`src/hdl/hlpt_pkg.sv`:
```
// constants, register map and carrier types for the limit period timer
package hlpt_pkg;

  localparam int unsigned DATA_W = 32;
  localparam int unsigned ADDR_W = 5;
  localparam int unsigned CNT_W  = 8;

  // register byte addresses
  localparam logic [ADDR_W-1:0] ADDR_CTRL    = 5'h00;
  localparam logic [ADDR_W-1:0] ADDR_MODE    = 5'h04;
  localparam logic [ADDR_W-1:0] ADDR_PERIOD  = 5'h08;
  localparam logic [ADDR_W-1:0] ADDR_COUNT   = 5'h0C;
  localparam logic [ADDR_W-1:0] ADDR_IRQ_EN  = 5'h10;
  localparam logic [ADDR_W-1:0] ADDR_STATUS  = 5'h14;

  // field positions
  localparam int unsigned CTRL_ON_BIT    = 7;
  localparam int unsigned CTRL_PRE_LSB   = 4;
  localparam int unsigned CTRL_POST_LSB  = 0;
  localparam int unsigned IRQ_EN_BIT     = 0;
  localparam int unsigned STATUS_IRQ_BIT = 0;

  // mode codes
  localparam logic [4:0] M_SW_GATE     = 5'h00;
  localparam logic [4:0] M_GATE_HI     = 5'h01;
  localparam logic [4:0] M_GATE_LO     = 5'h02;
  localparam logic [4:0] M_EDGE_ANY    = 5'h03;
  localparam logic [4:0] M_EDGE_RISE   = 5'h04;
  localparam logic [4:0] M_EDGE_FALL   = 5'h05;
  localparam logic [4:0] M_LVL_LO      = 5'h06;
  localparam logic [4:0] M_LVL_HI      = 5'h07;
  localparam logic [4:0] M_OS_SW       = 5'h08;
  localparam logic [4:0] M_OS_RISE     = 5'h09;
  localparam logic [4:0] M_OS_FALL     = 5'h0A;
  localparam logic [4:0] M_OS_ANY      = 5'h0B;
  localparam logic [4:0] M_OS_HLT_RISE = 5'h0C;
  localparam logic [4:0] M_OS_HLT_FALL = 5'h0D;
  localparam logic [4:0] M_OS_LVL_LO   = 5'h0E;
  localparam logic [4:0] M_OS_LVL_HI   = 5'h0F;

  // timing: synchroniser stages in clk_in cycles, restart delay in timer ticks
  localparam int unsigned SYNC_STAGES   = 2;
  localparam logic [1:0]  RESTART_TICKS = 2'h2;

  typedef struct packed {
    logic             on;
    logic [2:0]       prescale_select;
    logic [3:0]       postscale_select;
    logic [4:0]       mode;
    logic [CNT_W-1:0] period_value;
  } hlpt_cfg_t;

  localparam hlpt_cfg_t CFG_RESET = '{
    on: 1'b0, prescale_select: 3'h0, postscale_select: 4'h0,
    mode: 5'h00, period_value: 8'hFF};

endpackage

```
`src/hdl/hlpt_sync.sv`:
```
// level synchroniser chain for the run bit and the trigger input
`timescale 1ns/1ps
module hlpt_sync #(
  parameter int unsigned STAGES = 2
) (
  input  wire logic clk_in,
  input  wire logic reset_n_in,
  input  wire logic d_in,
  output logic      q_out
);

  logic [STAGES-1:0] chain;

  initial begin
    if (STAGES < 2) begin
      $error("hlpt_sync needs at least two stages");
    end
  end

  // only the last stage is visible; earlier stages may be metastable
  always_ff @(posedge clk_in) begin
    if (!reset_n_in) begin
      chain <= '0;
    end else begin
      chain <= {chain[STAGES-2:0], d_in};
    end
  end

  assign q_out = chain[STAGES-1];

endmodule

```
`src/hdl/hlpt_timer.sv`:
```
// eight-bit period timer with hardware limit modes and avalon registers
//
// Added by the designer: the Avalon-MM interface to the registers and the address map.
`timescale 1ns/1ps
module hlpt_timer (
  input  wire logic                          clk_in,
  input  wire logic                          reset_n_in,
  input  wire logic [hlpt_pkg::ADDR_W-1:0]   address_in,
  input  wire logic                          read_in,
  input  wire logic                          write_in,
  input  wire logic [hlpt_pkg::DATA_W-1:0]   writedata_in,
  output logic      [hlpt_pkg::DATA_W-1:0]   readdata_out,
  output logic                               waitrequest_out,
  input  wire logic                          ext_reset_input_in,
  input  wire logic                          debug_freeze_in,
  output logic      [hlpt_pkg::CNT_W-1:0]    count_value_out,
  output logic                               period_match_out,
  output logic                               postscaled_out,
  output logic                               irq_out
);

  // decoding shared by several terms
  function automatic logic is_oneshot(input logic [4:0] m);
    return (m >= hlpt_pkg::M_OS_SW) && (m <= hlpt_pkg::M_OS_LVL_HI);
  endfunction

  function automatic logic pick_edge(input logic [4:0] m,
                                     input logic rise, input logic fall);
    unique case (m)
      hlpt_pkg::M_EDGE_ANY, hlpt_pkg::M_OS_ANY: return rise | fall;
      hlpt_pkg::M_EDGE_RISE, hlpt_pkg::M_OS_RISE,
      hlpt_pkg::M_OS_HLT_RISE, hlpt_pkg::M_OS_LVL_LO: return rise;
      hlpt_pkg::M_EDGE_FALL, hlpt_pkg::M_OS_FALL,
      hlpt_pkg::M_OS_HLT_FALL, hlpt_pkg::M_OS_LVL_HI: return fall;
      default: return 1'b0;
    endcase
  endfunction

  hlpt_pkg::hlpt_cfg_t          cfg;
  logic                         irq_en;
  logic                         irq_flag;
  logic [hlpt_pkg::CNT_W-1:0]   count;
  logic [6:0]                   pre_cnt;
  logic                         ers_frz;
  logic                         ers_prev;
  logic [1:0]                   ers_d;
  logic [1:0]                   dly;
  logic                         started;
  logic                         done;
  logic [3:0]                   ps_cnt;

  // avalon slave: one wait state per access
  wire req      = read_in | write_in;
  wire wr_fire  = write_in & ~waitrequest_out;
  wire wr_ctrl  = wr_fire && address_in == hlpt_pkg::ADDR_CTRL;
  wire wr_mode  = wr_fire && address_in == hlpt_pkg::ADDR_MODE;
  wire wr_per   = wr_fire && address_in == hlpt_pkg::ADDR_PERIOD;
  wire wr_irqen = wr_fire && address_in == hlpt_pkg::ADDR_IRQ_EN;
  wire wr_stat  = wr_fire && address_in == hlpt_pkg::ADDR_STATUS;

  logic [hlpt_pkg::DATA_W-1:0] rd_mux;
  always_comb begin
    rd_mux = '0;
    unique case (address_in)
      hlpt_pkg::ADDR_CTRL:   rd_mux[7:0] = {cfg.on, cfg.prescale_select,
                                            cfg.postscale_select};
      hlpt_pkg::ADDR_MODE:   rd_mux[4:0] = cfg.mode;
      hlpt_pkg::ADDR_PERIOD: rd_mux[7:0] = cfg.period_value;
      hlpt_pkg::ADDR_COUNT:  rd_mux[7:0] = count;
      hlpt_pkg::ADDR_IRQ_EN: rd_mux[hlpt_pkg::IRQ_EN_BIT] = irq_en;
      hlpt_pkg::ADDR_STATUS: rd_mux[hlpt_pkg::STATUS_IRQ_BIT] = irq_flag;
      default:               rd_mux = '0;
    endcase
  end

  always_ff @(posedge clk_in) begin
    if (!reset_n_in) begin
      waitrequest_out <= 1'b1;
      readdata_out    <= '0;
    end else begin
      waitrequest_out <= ~(req & waitrequest_out);
      if (req & waitrequest_out) begin
        readdata_out <= rd_mux;
      end
    end
  end

  // synchronisers and trigger conditioning
  logic on_s;
  logic ers_s;

  hlpt_sync #(.STAGES(hlpt_pkg::SYNC_STAGES)) u_on_sync (
    .clk_in     (clk_in),
    .reset_n_in (reset_n_in),
    .d_in       (cfg.on),
    .q_out      (on_s)
  );

  hlpt_sync #(.STAGES(hlpt_pkg::SYNC_STAGES)) u_ers_sync (
    .clk_in     (clk_in),
    .reset_n_in (reset_n_in),
    .d_in       (ext_reset_input_in),
    .q_out      (ers_s)
  );

  // frozen level keeps edge detectors quiet during debug halt
  wire ers  = debug_freeze_in ? ers_frz : ers_s;
  wire rise = ers & ~ers_prev;
  wire fall = ~ers & ers_prev;

  // prescaler; timer clock is a one-cycle tick of clk_in
  wire [6:0] pre_lim = 7'((8'h01 << cfg.prescale_select) - 8'h01);
  wire       tick    = (pre_cnt == pre_lim);

  // mode decode
  wire [4:0] m        = cfg.mode;
  wire is_sw          = (m == hlpt_pkg::M_SW_GATE);
  wire is_gate_hi     = (m == hlpt_pkg::M_GATE_HI);
  wire is_gate_lo     = (m == hlpt_pkg::M_GATE_LO);
  wire is_edge_hlt    = (m >= hlpt_pkg::M_EDGE_ANY) &&
                        (m <= hlpt_pkg::M_EDGE_FALL);
  wire is_lvl_hlt     = (m == hlpt_pkg::M_LVL_LO) ||
                        (m == hlpt_pkg::M_LVL_HI);
  // delay line parks at the non-reset level so switching on is no reset
  wire [1:0] lvl_idle = {2{m == hlpt_pkg::M_LVL_LO}};
  wire is_os_sw       = (m == hlpt_pkg::M_OS_SW);
  wire is_os_edge     = (m >= hlpt_pkg::M_OS_RISE) &&
                        (m <= hlpt_pkg::M_OS_ANY);
  wire is_os_hlt      = (m == hlpt_pkg::M_OS_HLT_RISE) ||
                        (m == hlpt_pkg::M_OS_HLT_FALL);
  wire is_os_lvl      = (m == hlpt_pkg::M_OS_LVL_LO) ||
                        (m == hlpt_pkg::M_OS_LVL_HI);
  wire oneshot        = is_oneshot(m);
  wire rsvd           = !(is_sw | is_gate_hi | is_gate_lo | is_edge_hlt |
                          is_lvl_hlt | oneshot);
  wire edge_sel       = pick_edge(m, rise, fall);

  // level reset in M_LVL_LO and M_LVL_HI is seen through a two-tick delay line; the one-shot level reset is not
  wire lvl_at_rst     = (m == hlpt_pkg::M_LVL_LO) ? ~ers_d[1] : ers_d[1];
  wire os_at_rst      = (m == hlpt_pkg::M_OS_LVL_LO) ? ~ers : ers;

  wire edge_hlt_rst   = on_s & is_edge_hlt & edge_sel;
  wire os_hlt_rst     = on_s & ~done & is_os_hlt & started & edge_sel;
  wire lvl_rst        = on_s & is_lvl_hlt & lvl_at_rst;
  wire oslvl_rst      = is_os_lvl & os_at_rst;
  wire any_rst        = edge_hlt_rst | os_hlt_rst | lvl_rst | oslvl_rst;
  // edges before the run bit is set are ignored
  wire start_ev       = on_s & ~done & ~started & edge_sel &
                        (is_os_edge | is_os_hlt | (is_os_lvl & ~os_at_rst));

  wire mode_run       = is_sw | is_os_sw | is_edge_hlt |
                        (is_gate_hi & ers) | (is_gate_lo & ~ers) |
                        (is_lvl_hlt & ~lvl_at_rst) |
                        ((is_os_edge | is_os_hlt | is_os_lvl) & started);
  wire cnt_en         = on_s & ~done & (dly == 2'h0) & ~rsvd & mode_run;
  wire match          = cnt_en & (count == cfg.period_value);
  wire os_end         = tick & match & oneshot;

  logic [hlpt_pkg::CNT_W-1:0] next_count;
  always_comb begin
    if (rsvd || any_rst) begin
      next_count = '0;
    end else if (match) begin
      next_count = '0;
    end else if (cnt_en) begin
      next_count = count + 8'h01;
    end else begin
      next_count = count;
    end
  end

  // counter core, advances on timer ticks
  always_ff @(posedge clk_in) begin
    if (!reset_n_in) begin
      pre_cnt <= '0;
      ers_frz <= 1'b0;
    end else begin
      pre_cnt <= (tick || !on_s) ? 7'h00 : pre_cnt + 7'h01;
      if (!debug_freeze_in) begin
        ers_frz <= ers_s;
      end
    end
  end

  always_ff @(posedge clk_in) begin
    if (!reset_n_in) begin
      count    <= '0;
      ers_prev <= 1'b0;
      ers_d    <= '0;
      dly      <= '0;
      started  <= 1'b0;
      done     <= 1'b0;
      ps_cnt   <= '0;
    end else if (!on_s) begin
      // count holds, except in a reserved mode or a one-shot level reset, so a paused one-shot resumes where it stopped
      ers_prev <= ers;
      ers_d    <= lvl_idle;
      dly      <= '0;
      started  <= 1'b0;
      done     <= 1'b0;
      ps_cnt   <= '0;
      if (rsvd || oslvl_rst) begin
        count <= '0;
      end
    end else if (tick) begin
      count    <= next_count;
      ers_prev <= ers;
      ers_d    <= {ers_d[0], ers};
      if (edge_hlt_rst || os_hlt_rst) begin
        dly <= hlpt_pkg::RESTART_TICKS;
      end else if (dly != 2'h0) begin
        dly <= dly - 2'h1;
      end
      if (os_end || oslvl_rst) begin
        started <= 1'b0;
      end else if (start_ev) begin
        started <= 1'b1;
      end
      if (os_end) begin
        done <= 1'b1;
      end
      if (match) begin
        ps_cnt <= (ps_cnt == cfg.postscale_select) ? 4'h0 : ps_cnt + 4'h1;
      end
    end
  end

  // registers and event outputs
  always_ff @(posedge clk_in) begin
    if (!reset_n_in) begin
      cfg              <= hlpt_pkg::CFG_RESET;
      irq_en           <= 1'b0;
      irq_flag         <= 1'b0;
      irq_out          <= 1'b0;
      period_match_out <= 1'b0;
      postscaled_out   <= 1'b0;
    end else begin
      if (wr_ctrl) begin
        cfg.on               <= writedata_in[hlpt_pkg::CTRL_ON_BIT];
        cfg.prescale_select  <= writedata_in[hlpt_pkg::CTRL_PRE_LSB +: 3];
        cfg.postscale_select <= writedata_in[hlpt_pkg::CTRL_POST_LSB +: 4];
      end else if (os_end) begin
        cfg.on <= 1'b0;
      end
      if (wr_mode) begin
        cfg.mode <= writedata_in[4:0];
      end
      if (wr_per) begin
        cfg.period_value <= writedata_in[hlpt_pkg::CNT_W-1:0];
      end
      if (wr_irqen) begin
        irq_en <= writedata_in[hlpt_pkg::IRQ_EN_BIT];
      end
      period_match_out <= tick & match;
      postscaled_out   <= tick & match &
                          (ps_cnt == cfg.postscale_select);
      // a new event beats a write-one clear in the same cycle
      if (postscaled_out) begin
        irq_flag <= 1'b1;
      end else if (wr_stat && writedata_in[hlpt_pkg::STATUS_IRQ_BIT]) begin
        irq_flag <= 1'b0;
      end
      irq_out <= irq_flag & irq_en;
    end
  end

  assign count_value_out = count;
endmodule

```
`config.mk`:
```
export PLATFORM = sky130hd
export DESIGN_NAME = hlpt_timer
export DESIGN_NICKNAME = d
export VERILOG_FILES = /design/src/hdl/hlpt_pkg.sv /design/src/hdl/hlpt_sync.sv /design/src/hdl/hlpt_timer.sv
export SDC_FILE = /design/constraint.sdc
export NUM_CORES = 1
export LEC_CHECK = 0
export BUFFER_PORTS_ARGS = -buffer_cell sky130_fd_sc_hd__buf_2
export CAP_MARGIN = 15
export CELL_PAD_IN_SITES_DETAIL_PLACEMENT = 0
export CELL_PAD_IN_SITES_GLOBAL_PLACEMENT = 1
export CORE_MARGIN = 3
export CORE_UTILIZATION = 43
export CTS_CLUSTER_DIAMETER = 200
export DETAILED_ROUTE_END_ITERATION = 12
export HOLD_SLACK_MARGIN = 0.03
export PLACE_DENSITY = 0.9
export SLEW_MARGIN = 20
export SYNTH_ARGS = -nofsm -noshare
export SYNTH_HDL_FRONTEND = slang
export SYNTH_HIERARCHICAL = 1
export SYNTH_SLANG_ARGS = --single-unit
```
`constraint.sdc`:
```
create_clock -name clk_in -period 8.5 [get_ports clk_in]
set_input_delay 1.7 -clock clk_in [delete_from_list [all_inputs] [get_ports clk_in]]
set_output_delay 1.7 -clock clk_in [all_outputs]
set_load 0.1 [all_outputs]
```
* Yosys cells after proc, flatten, opt, wreduce, memory -nomap -nowiden
Cells that the tools add are included.
** Word-level totals
- Bits in registers :: 66
- Output and inout port bits :: 44
- Word-level logic and storage cells :: 182
** Operators by class
- Equal/unequal tests :: 25
- Bitwise logic cells :: 58
- Reduce and logical (&&, ||, !) cells :: 38
- Multiplexer cells :: 26
- Magnitude comparators :: 6
- Add/sub/neg operators :: 5
- Shifts and indexed selects :: 1
** Operators with widths (number)
- == test 5 x 4 -> 1 bit (second input constant) :: 10
- 2-to-1 mux 8 bit :: 6
- AND 1 bit :: 29
- == test 5 x 3 -> 1 bit (second input constant) :: 5
- OR 1 bit :: 19
- case mux 4 bit (4 select lines) :: 1
- nonzero test 2 bit :: 6
- 2-to-1 mux 1 bit :: 11
- == test 5 x 2 -> 1 bit (second input constant) :: 2
- == test 5 bit (second input constant) :: 2
- greater-or-equal comparator 5 x 4 -> 1 bit (second input constant) :: 2
- <= comparator 5 x 4 -> 1 bit (second input constant) :: 2
- logical NOT 5 bit :: 2
- inverter 1 bit :: 10
- AND reduction 2 bit :: 5
- logical AND 1 bit :: 9
- case mux 3 bit (3 select lines) :: 1
- adder 8 x 1 -> 8 bit (second input constant) :: 1
- == test 8 bit :: 1
- logical OR 1 bit :: 8
- 2-to-1 mux 2 bit :: 4
- OR reduction 4 bit :: 2
- adder 7 x 1 -> 7 bit (second input constant) :: 1
- == test 7 bit :: 1
- other kinds (17) :: 19

* Longest topological paths before layout
Gate-level depths: netlist of the first run.
- Depth in word-level cells :: 14
- Depth in mapped cells :: 12
- Mapped depth without buffers :: 10

* Modules after synthesis
The synthesis of the first run kept the hierarchy.
** By module, submodules not included
- hlpt_timer :: area an instance 3614.7 sq um, cells an instance 417, instances 1
- hlpt_sync :: area an instance 52.6 sq um, cells an instance 4, instances 2

* Worst setup path before layout of the first run
OpenSTA, ideal clock, no wires.
- Path type :: input -> register
- From :: in debug_freeze_in
- To :: reg count (netlist bit count_value_out[1])
- Stages :: 10
- Arrival time :: 4000 ps
- Setup time :: 70 ps
- Slack :: 4430 ps
- Path buffers :: 1
- Cell sequence :: mux2i_2 > inv_1 > ha_1 > mux2i_1 > nand3_1 > a311o_1 > a311o_1 > buf_6 > or3b_1 > a21oi_1
** On the way
- Word-level cells in the longest chain between the ends :: 13
- Elaborated cells on any way between the ends :: 30
- Classes of those cells :: eq/ne (1); mux (7); bitwise (18); reduce/logical (4)
** Ends and longest elaborated chain
- start: declaration :: RTL line hlpt_timer.sv:15 : input wire logic debug_freeze_in,
- 2-to-1 mux 1 bit (*)
- named net ers :: RTL line hlpt_timer.sv:107 : wire ers = debug_freeze_in ? ers_frz : ers_s;
- inverter 1 bit :: RTL line hlpt_timer.sv:109, hlpt_timer.sv:140, hlpt_timer.sv:152
- AND 1 bit :: RTL line hlpt_timer.sv:109 : wire fall = ~ers & ers_prev;
- OR 1 bit :: RTL line hlpt_timer.sv:30 : hlpt_pkg::M_EDGE_ANY, hlpt_pkg::M_OS_ANY: return rise | fall;
- case mux 1 bit (3 select lines) :: RTL line hlpt_timer.sv:29 : unique case (m)
- AND 1 bit (on tied branches) :: RTL line hlpt_timer.sv:142, hlpt_timer.sv:143
- OR 1 bit (3 in series) :: RTL line hlpt_timer.sv:146 : wire any_rst = edge_hlt_rst | os_hlt_rst | lvl_rst | oslvl_rst;
- logical OR 1 bit :: RTL line hlpt_timer.sv:161 : if (rsvd || any_rst) begin
- 2-to-1 mux 8 bit :: RTL line hlpt_timer.sv:161
- 2-to-1 mux 8 bit :: RTL line hlpt_timer.sv:205 : end else if (tick) begin
- 2-to-1 mux 8 bit :: RTL line hlpt_timer.sv:194 : end else if (!on_s) begin
- end signal: assignment :: RTL line hlpt_timer.sv:206 : count <= next_count;
- end: declaration :: RTL line hlpt_timer.sv:42 : logic [hlpt_pkg::CNT_W-1:0] count;
Mark *: on every way through the listed nets, which the timed path passes. The rest lies on a longest branch. The select of a mux whose other input is x is not followed.
A chain may end at the register's enable or synchronous reset.

* Final worst setup path of the first run
- From :: in debug_freeze_in
- To :: reg count (netlist bit count_value_out[7])
Same word-level chain as after synthesis.

==> results.json, run 1 <==
{
  "maxCapViolCount": 0,
  "htree_levels": 3,
  "cp-start-kind": "input pin",
  "io_pins": 87,
  "numCtsBuffers": 9,
  "skew_ns": 0.0150,
  "cts_resized": 0,
  "die_w_um": 99.0,
  "maxSlewHeadroom_pct": 33.4,
  "ys_seq_elements": 66,
  "endpoint_kind": "flop",
  "slew_viol_final": 0,
  "rsz0062_at_grt": "false",
  "worstSetupStartpoint": "debug_freeze_in",
  "fin_area_mm2": 0.00403,
  "fin_nets": 499,
  "grt_pass1_vias": 2829,
  "grt_overflow": 0,
  "dieArea_mm2": 0.00980,
  "port_buffers": 38,
  "row_count": 33,
  "critPathRequiredTime_ns": 8.75,
  "antenna_found_initial": 0,
  "vdd_drop_max_mv": 0.0704,
  "gp_congestion": 0.864,
  "status": "complete, no violations",
  "timing.final.ws_setup_ns": 4.29,
  "multi_input_comb_area_mm2": 0.00213,
  "r2r-start": "ers_frz",
  "num_vias": 3026,
  "routedWlPerCell_um": 15.0,
  "arrival_ns": 4.46,
  "grt_pass1_wl_mm": 14.0,
  "coreArea_mm2": 0.00830,
  "antenna_cells": 0,
  "yosysMostFrequentCell": "dfxtp_1",
  "cts-root-buf": "clkbuf_8",
  "synth_seq_area_share_pct": 35.5,
  "period_share_pct": 49.5,
  "regArea_mm2": 0.00132,
  "synth_area_mm2": 0.00372,
  "synth_cell_types": 65,
  "synth-main-ff-cell": "dfxtp_1",
  "p_leak_nw": 1.69,
  "synthTopCellsByCount": "66 x dfxtp_1, 47 x nor2_1, 29 x nand2_1",
  "routed_wirelength_mm": 8.39,
  "fmax_mhz": 238,
  "grt_usage_pct": 17.8,
  "critPathCapture": "count_value_out[7]",
  "min_path_type": "reg -> reg",
  "area_growth_pct": 8.31,
  "synth_warnings": 6,
  "yosys.area.top_type": "dfxtp_1",
  "pre_cts_ws_ns": 3.95,
  "cts_tree": "done",
  "powerDensity_mw_per_mm2": 163,
  "clockBufferDepth": 2,
  "drtIter0Drc": 157,
  "start_util_pct": 44.8,
  "setup_viol": 0,
  "clock-sinks": 66,
  "cts_setup_buffers": 0,
  "post-route-drc-count": 0,
  "period_needed_ns": 4.21,
  "critical_path_class": "in -> reg",
  "dp_hpwl_mm": 5.96,
  "worst_pin_slew_ns": 0.989,
  "cp_max_fo": 10,
  "ant_nets": 0,
  "chipHeight_um": 99.0,
  "reg2reg_depth": 9,
  "drive_gt1_share_pct": 15.9,
  "post_synth_inst_count": 425,
  "async_flop_share_pct": 0,
  "n_fill_cell": 784,
  "finalPower_mw": 0.655,
  "rr_endpoint": "count_value_out[7]",
  "cts_hold_buf": 0,
  "vias_per_cell": 5.41,
  "syn_area_per_cell_um2": 8.75,
  "synth_area_leaders": "dfxtp_1 36%, mux2i_1 6.7%, buf_4 5.0%, nor2_1 4.7%, xor2_1 3.8%",
  "clk_latency_ns": 0.35,
  "grt_max_degree": 37,
  "reg2reg_slack_ns": 5.49,
  "place_area_mm2": 0.00383,
  "synth_edf_count": 0,
  "detail_route.first_pass.iterations": 4,
  "synth_top_area_share_pct": 35.5,
  "clkTransAtPathRegs_ns": 0.07,
  "hold_violations": 0,
  "timing.setup.tns_ns": 0
}
## worst min path at each step
| stage | endpoint | start | slack [ns] | cells after the start |
|---|---|---|---|---|
| floorplan | u_ers_sync/chain[1] | u_ers_sync/chain[0] | 0.41 | 1 |
| global placement | u_ers_sync/chain[1] | u_ers_sync/chain[0] | 0.43 | 1 |
| detailed placement | u_ers_sync/chain[1] | u_ers_sync/chain[0] | 0.43 | 1 |
| CTS | u_ers_sync/chain[1] | u_ers_sync/chain[0] | 0.45 | 1 |
| global route | u_on_sync/chain[1] | u_on_sync/chain[0] | 0.48 | 1 |
| finish | u_ers_sync/chain[1] | u_ers_sync/chain[0] | 0.44 | 1 |
## area by class of cell
type | count | share of cell area (%)
inverter | 15 | 1.40
multi-input combinational | 318 | 52.8
clock buffer | 12 | 3.60
clock inverter | 4 | 1.27
tap | 105 | 3.26
timing repair buffer | 39 | 4.91
sequential | 66 | 32.8
## critical path, cell delays in order
cell and delay [ns]:
buf_2 0.09, mux2i_2 0.39, inv_1 0.21, ha_1 0.32, mux2i_1 0.13, nand3_1 0.11
a311o_1 0.43, a311o_1 0.53, nand2b_4 0.25, o32ai_1 0.28
## routing by layer
metal | routed length (um) | up-vias | track usage [%]
met5 | 0 | - | 0
met4 | 108 | 0 | 5.04
met3 | 562 | 9 | 5.66
met2 | 3660 | 99 | 27.0
met1 | 4060 | 1413 | 24.5
li1 | - | 1505 | -
## metrics by stage
stage | util [%] | instances | hold slack [ns]
3_3_place_gp | 46.2 | 543 | 0.425
6_report | 48.5 | 559 | 0.443
2_1_floorplan | - | 448 | 0.412
3_5_place_dp | 46.2 | 543 | 0.434
5_1_grt | 48.5 | 559 | 0.477
4_1_cts | 48.5 | 559 | 0.453
## report_power, final
part / switching (mW) / internal, mW / total [mW]
Combinational: 0.0700 / 0.0115 / 0.0815
Sequential: 0.00112 / 0.311 / 0.312
Clock: 0.118 / 0.144 / 0.262
Total: 0.189 / 0.466 / 0.655
## cell usage in the layout (no fill, tap or decap), types with 9 or more instances in the layout
master    synthesis  final
nor2_1           47     47
inv_1            14     14
conb_1            1     24
clkbuf_8          0     10
xor2_1           16     16
dfxtp_1          66     66
a21oi_1          22     22
mux2i_1          25     25
xnor2_1           9      9
nand2_1          29     29
buf_2             7     38
nand3_1          13     13
## registers in the layout, indices dropped and copies added (netlist names)
signal            cells
cfg                  16
count_value_out       8
dly                   2
done                  1
ers_d                 2
ers_frz               1
ers_prev              1
irq_en                1
irq_flag              1
irq_out               1
m                     5
period_match_out      1
postscaled_out        1
pre_cnt               7
ps_cnt                4
readdata_out          8
started               1
u_ers_sync/chain      2
u_on_sync/chain       2
waitrequest_out       1
## logic make-up after synthesis
family,after synthesis,synth area share (%)
AND/OR/NAND/NOR,153,22.0
AO/OA/AOI/OAI,74,13.3
flip-flops,66,35.5
buffers and inverters,64,9.65
multiplexers,35,11.1
XOR/XNOR,25,5.89
adder cells (fa/ha/maj),7,2.35
other,1,0.101
Note: power is estimated with default switching activity, not from simulation.
==> inputs of run 2 (changes only) <==
CORE_UTILIZATION = 36   (was 43)
PLACE_DENSITY = 0.81   (was 0.9)
clock period = 3.75 ns   (was 8.5 ns; I/O delays follow)
==> results.json, run 2 (same netlist as run 1, synthesis figures left out) <==
{
  "final_common_cell": "dfxtp_1",
  "post-route-drc-count": 0,
  "n_fill_cell": 1020,
  "row_count": 36,
  "timing.setup.tns_ns": 0,
  "status": "complete, no violations",
  "drtIter0Drc": 214,
  "endpoint_kind": "flop",
  "period_share_pct": 81.7,
  "cts-root-buf": "clkbuf_8",
  "routed_wirelength_mm": 8.79,
  "clkTransAtPathRegs_ns": 0.08,
  "dieArea_mm2": 0.0116,
  "skew_ns": 0.0122,
  "largest_reg_flops": 16,
  "critical_path_class": "in -> reg",
  "busiest_layer": "met2",
  "port_buffers": 38,
  "grt_pass1_wl_mm": 14.5,
  "cts_tree": "done",
  "grt.met3_usage_pct": 5.22,
  "coreArea_mm2": 0.00991,
  "chipHeight_um": 108,
  "grt_overflow": 0,
  "start_util_pct": 37.5,
  "period_needed_ns": 3.06,
  "grt_usage_pct": 15.9,
  "cp_max_fo": 10,
  "gp_congestion": 0.842,
  "antenna_found_initial": 0,
  "min_path_type": "reg -> reg",
  "maxCapViolCount": 0,
  "grt_pass1_vias": 2865,
  "critPathRequiredTime_ns": 4.01,
  "worst_pin_slew_ns": 0.886,
  "final_core_util_pct": 41.6,
  "final_cell_mix": "66 x dfxtp_1, 47 x nor2_1, 38 x buf_2, 29 x nand2_1, 25 x mux2i_1",
  "area_growth_pct": 10.8,
  "ant_nets": 0,
  "largest_register": "cfg",
  "vias_per_cell": 5.24,
  "fin_nets": 502,
  "setup_viol": 0,
  "cts_resized": 0,
  "grt_max_degree": 25,
  "p_leak_nw": 1.71,
  "clock-sinks": 66,
  "powerDensity_mw_per_mm2": 382,
  "maxSlewHeadroom_pct": 40.4,
  "rsz0062_at_grt": "false",
  "io_pins": 87,
  "hold_violations": 0,
  "routedWlPerCell_um": 14.9,
  "arrival_ns": 3.32,
  "grtUsageMet2_pct": 24.5,
  "detail_route.first_pass.iterations": 5,
  "dp_hpwl_mm": 6.32,
  "numCtsBuffers": 9,
  "cp-start-kind": "input pin",
  "slew_viol_final": 0,
  "clockBufferDepth": 2,
  "vdd_drop_max_mv": 0.192,
  "cts_setup_buffers": 0,
  "antenna_cells": 0,
  "clk_latency_ns": 0.35,
  "fmax_mhz": 326,
  "htree_levels": 3,
  "use_met1_pct": 20.7,
  "num_vias": 3093,
  "cts_hold_buf": 0,
  "die_w_um": 108,
  "drive_gt1_share_pct": 17.1
}
run 2: per-layer routing:
layer,up-vias,routed length [um]
li1,1514,-
met1,1452,3970
met2,115,3970
met3,12,682
met4,0,167
met5,-,0
run 2: where the power goes:
group          internal [mW]  leakage (nW)  switching, mW  total (mW)
logic                 0.0286          1.07          0.160       0.189
registers              0.704         0.533        0.00269       0.707
clock network          0.380         0.106          0.300       0.680
total                   1.11          1.71          0.463        1.58
run 2: final timing paths:
kind	startpoint	slack (ns)	to	cells after the start
max	debug_freeze_in	0.69	count_value_out[7]	10
min	u_ers_sync/chain[0]	0.45	u_ers_sync/chain[1]	1
max reg2reg	cfg[18]	0.72	count_value_out[7]	9
min reg2reg	u_ers_sync/chain[0]	0.45	u_ers_sync/chain[1]	1
run 2: area by class of cell:
class	instances	area, um2	area share, %
clock buffers	9	124	3.01
clock inverters	7	101	2.46
inverters	15	56.3	1.37
multi-input cells	318	2130	51.7
flip-flops and latches	66	1320	32.1
well taps	133	166	4.04
repair buffers	42	220	5.34
run 2: critical path: stages:
cell and delay [ns]:
buf_2 0.10, mux2i_2 0.23, inv_1 0.16, ha_1 0.31, mux2i_1 0.16, nand3_1 0.12, a311o_1 0.44, a311o_1 0.53
nand2b_4 0.25, o32ai_1 0.27
run 2: per-stage QoR:
stage          cell area, um2  hold slack, ns  instances  setup slack (ns)  total power [mW]
3_3_place_gp             3890           0.422        574             0.433             0.909
3_5_place_dp             3890           0.424        574             0.395             0.910
6_report                 4120           0.449        590             0.687              1.58
5_1_grt                  4120           0.478        590             0.554              1.63
4_1_cts                  4120           0.447        590             0.713              1.59
2_1_floorplan            3810           0.412        448             0.630             0.898
==> inputs of run 3 (changes only) <==
CORE_UTILIZATION = 40   (was 36)
PLACE_DENSITY = 0.85   (was 0.81)
clock period = 3.2 ns   (was 3.75 ns; I/O delays follow)
==> results.json, run 3 (same netlist as run 1, synthesis figures left out) <==
{
  "worst_pin_slew_ns": 0.868,
  "critPathCapture": "count_value_out[1]",
  "ant_nets": 0,
  "largest_register": "cfg",
  "gp_congestion": 0.819,
  "rr_endpoint": "count_value_out[1]",
  "io_pins": 87,
  "fmax_mhz": 341,
  "fin_area_mm2": 0.00413,
  "hold_depth": 1,
  "htree_levels": 3,
  "cts_resized": 0,
  "maxCapViolCount": 0,
  "port_buffers": 38,
  "min_path_type": "reg -> reg",
  "grt_pass1_vias": 2800,
  "clockBufferDepth": 2,
  "cts_setup_buffers": 0,
  "antenna_found_initial": 0,
  "cp-start-kind": "flop",
  "num_vias": 3070,
  "chipHeight_um": 102,
  "critPathRequiredTime_ns": 3.48,
  "arrival_ns": 3.21,
  "worstPathCellList": "or3_4 -> ha_1 -> xnor2_1 -> xnor2_1 -> nor4_4 -> o22ai_1 -> a311o_1 -> or3b_1 -> a21oi_1",
  "endpoint_kind": "flop",
  "drive_gt1_share_pct": 17.8,
  "vias_per_cell": 5.40,
  "final_cell_mix": "66 x dfxtp_1, 47 x nor2_1, 38 x buf_2, 29 x nand2_1, 25 x mux2i_1",
  "hold_violations": 0,
  "period_share_pct": 91.7,
  "reg2reg_depth": 9,
  "period_needed_ns": 2.94,
  "pwr-share-comb_pct": 11.8,
  "detail_route.first_pass.iterations": 4,
  "cts_tree": "done",
  "place_area_mm2": 0.00389,
  "slew_viol_final": 0,
  "p_leak_nw": 1.74,
  "final_common_cell": "dfxtp_1",
  "maxSlewHeadroom_pct": 41.6,
  "routed_wirelength_mm": 8.43,
  "cp_max_fo": 12,
  "numCtsBuffers": 9,
  "dp_hpwl_mm": 6.11,
  "fin_nets": 506,
  "rsz0062_at_grt": "false",
  "drtIter0Drc": 125,
  "critical_path_class": "reg -> reg",
  "largest_reg_flops": 16,
  "power.internal_mw": 1.34,
  "dieArea_mm2": 0.0105,
  "row_count": 34,
  "cpMostUsedCell": "xnor2_1",
  "area_growth_pct": 11.1,
  "worstSetupStartpoint": "cfg[18]",
  "p_switching_mw": 0.525,
  "p_seq_share_pct": 44.3,
  "grt_overflow": 0,
  "r2r-start": "cfg[18]",
  "setup_viol": 0,
  "die_w_um": 102,
  "clkTransAtPathRegs_ns": 0.07,
  "cts_hold_buf": 0,
  "coreArea_mm2": 0.00889,
  "grt_max_degree": 25,
  "start_util_pct": 41.8,
  "powerDensity_mw_per_mm2": 452,
  "routedWlPerCell_um": 14.8,
  "clock-sinks": 66,
  "status": "complete, no violations",
  "clk_latency_ns": 0.35,
  "slowest_delay_ns": 0.45,
  "timing.setup.tns_ns": 0,
  "clkPwrFrac_pct": 43.9,
  "switching_share_pct": 28.1,
  "grt_usage_pct": 16.7,
  "worst_path_max_delay_cell": "dfxtp_1",
  "antenna_cells": 0,
  "grt_pass1_wl_mm": 13.7,
  "skew_ns": 0.00858,
  "cts-root-buf": "clkbuf_8",
  "post-route-drc-count": 0,
  "vdd_drop_max_mv": 0.293,
  "reg2reg_slack_ns": 0.26
}
==> run 3: cell count changes in the layout (fill, tap and decap cells not counted), sizes merged <==
| cell | before | now |
|---|---|---|
| buf | 42 | 46 |
| clkbuf | 9 | 11 |
| clkinvlp | 2 | 1 |
| inv | 16 | 15 |
==> run 3: per-stage QoR <==
stage                     utilization, %  setup WS [ns]  hold slack [ns]  std cells  power (mW)
after floorplan                        -          0.190            0.412        448        1.05
after global placement              43.7          0.162            0.427        553        1.06
after detailed placement            43.7          0.145            0.430        553        1.07
after CTS                           46.4          0.274            0.448        569        1.88
after global routing                46.5         0.0400            0.461        569        1.94
final                               46.5          0.265            0.441        569        1.87
==> run 3: power groups by stage <==
| stage | sequential, mW | combinational [mW] | clock [mW] |
|---|---|---|---|
| floorplan | 0.860 | 0.192 | 0 |
| global placement | 0.847 | 0.217 | 0 |
| detailed placement | 0.847 | 0.219 | 0 |
| CTS | 0.828 | 0.219 | 0.836 |
| global route | 0.828 | 0.231 | 0.878 |
| finish | 0.828 | 0.221 | 0.821 |
==> run 3: per-layer routing <==
| layer | part of all wire, % | track usage, % |
|---|---|---|
| met5 | 0 | 0 |
| met4 | 1.2 | 5.65 |
| met3 | 5.8 | 4.23 |
| met2 | 44 | 25.0 |
| met1 | 49 | 23.3 |
==> run 3: how the worst min path moves through the flow <==
| stage | startpoint | to | slack (ns) |
|---|---|---|---|
| floorplan | u_ers_sync/chain[0] | u_ers_sync/chain[1] | 0.41 |
| global placement | u_ers_sync/chain[0] | u_ers_sync/chain[1] | 0.43 |
| detailed placement | u_ers_sync/chain[0] | u_ers_sync/chain[1] | 0.43 |
| CTS | u_ers_sync/chain[0] | u_ers_sync/chain[1] | 0.45 |
| global route | u_on_sync/chain[0] | u_on_sync/chain[1] | 0.46 |
| finish | u_ers_sync/chain[0] | u_ers_sync/chain[1] | 0.44 |
==> run 3: critical path: cells and delay by family (launching register included) <==
| family | cells | cell delay (ns) |
|---|---|---|
| fa+ha+maj | 1 | 0.28 |
| compound gates | 3 | 0.78 |
| xor+xnor | 2 | 0.34 |
| simple gates | 3 | 1.00 |
| flops | 1 | 0.45 |
==> run 3: layout make-up <==
cell class	count	area (um2)
repair buffers	46	250
inverters	15	56.3
multi-input cells	318	2130
clock inverters	5	85.1
well taps	108	135
flip-flops and latches	66	1320
clock buffers	11	151
fillers	881	4760
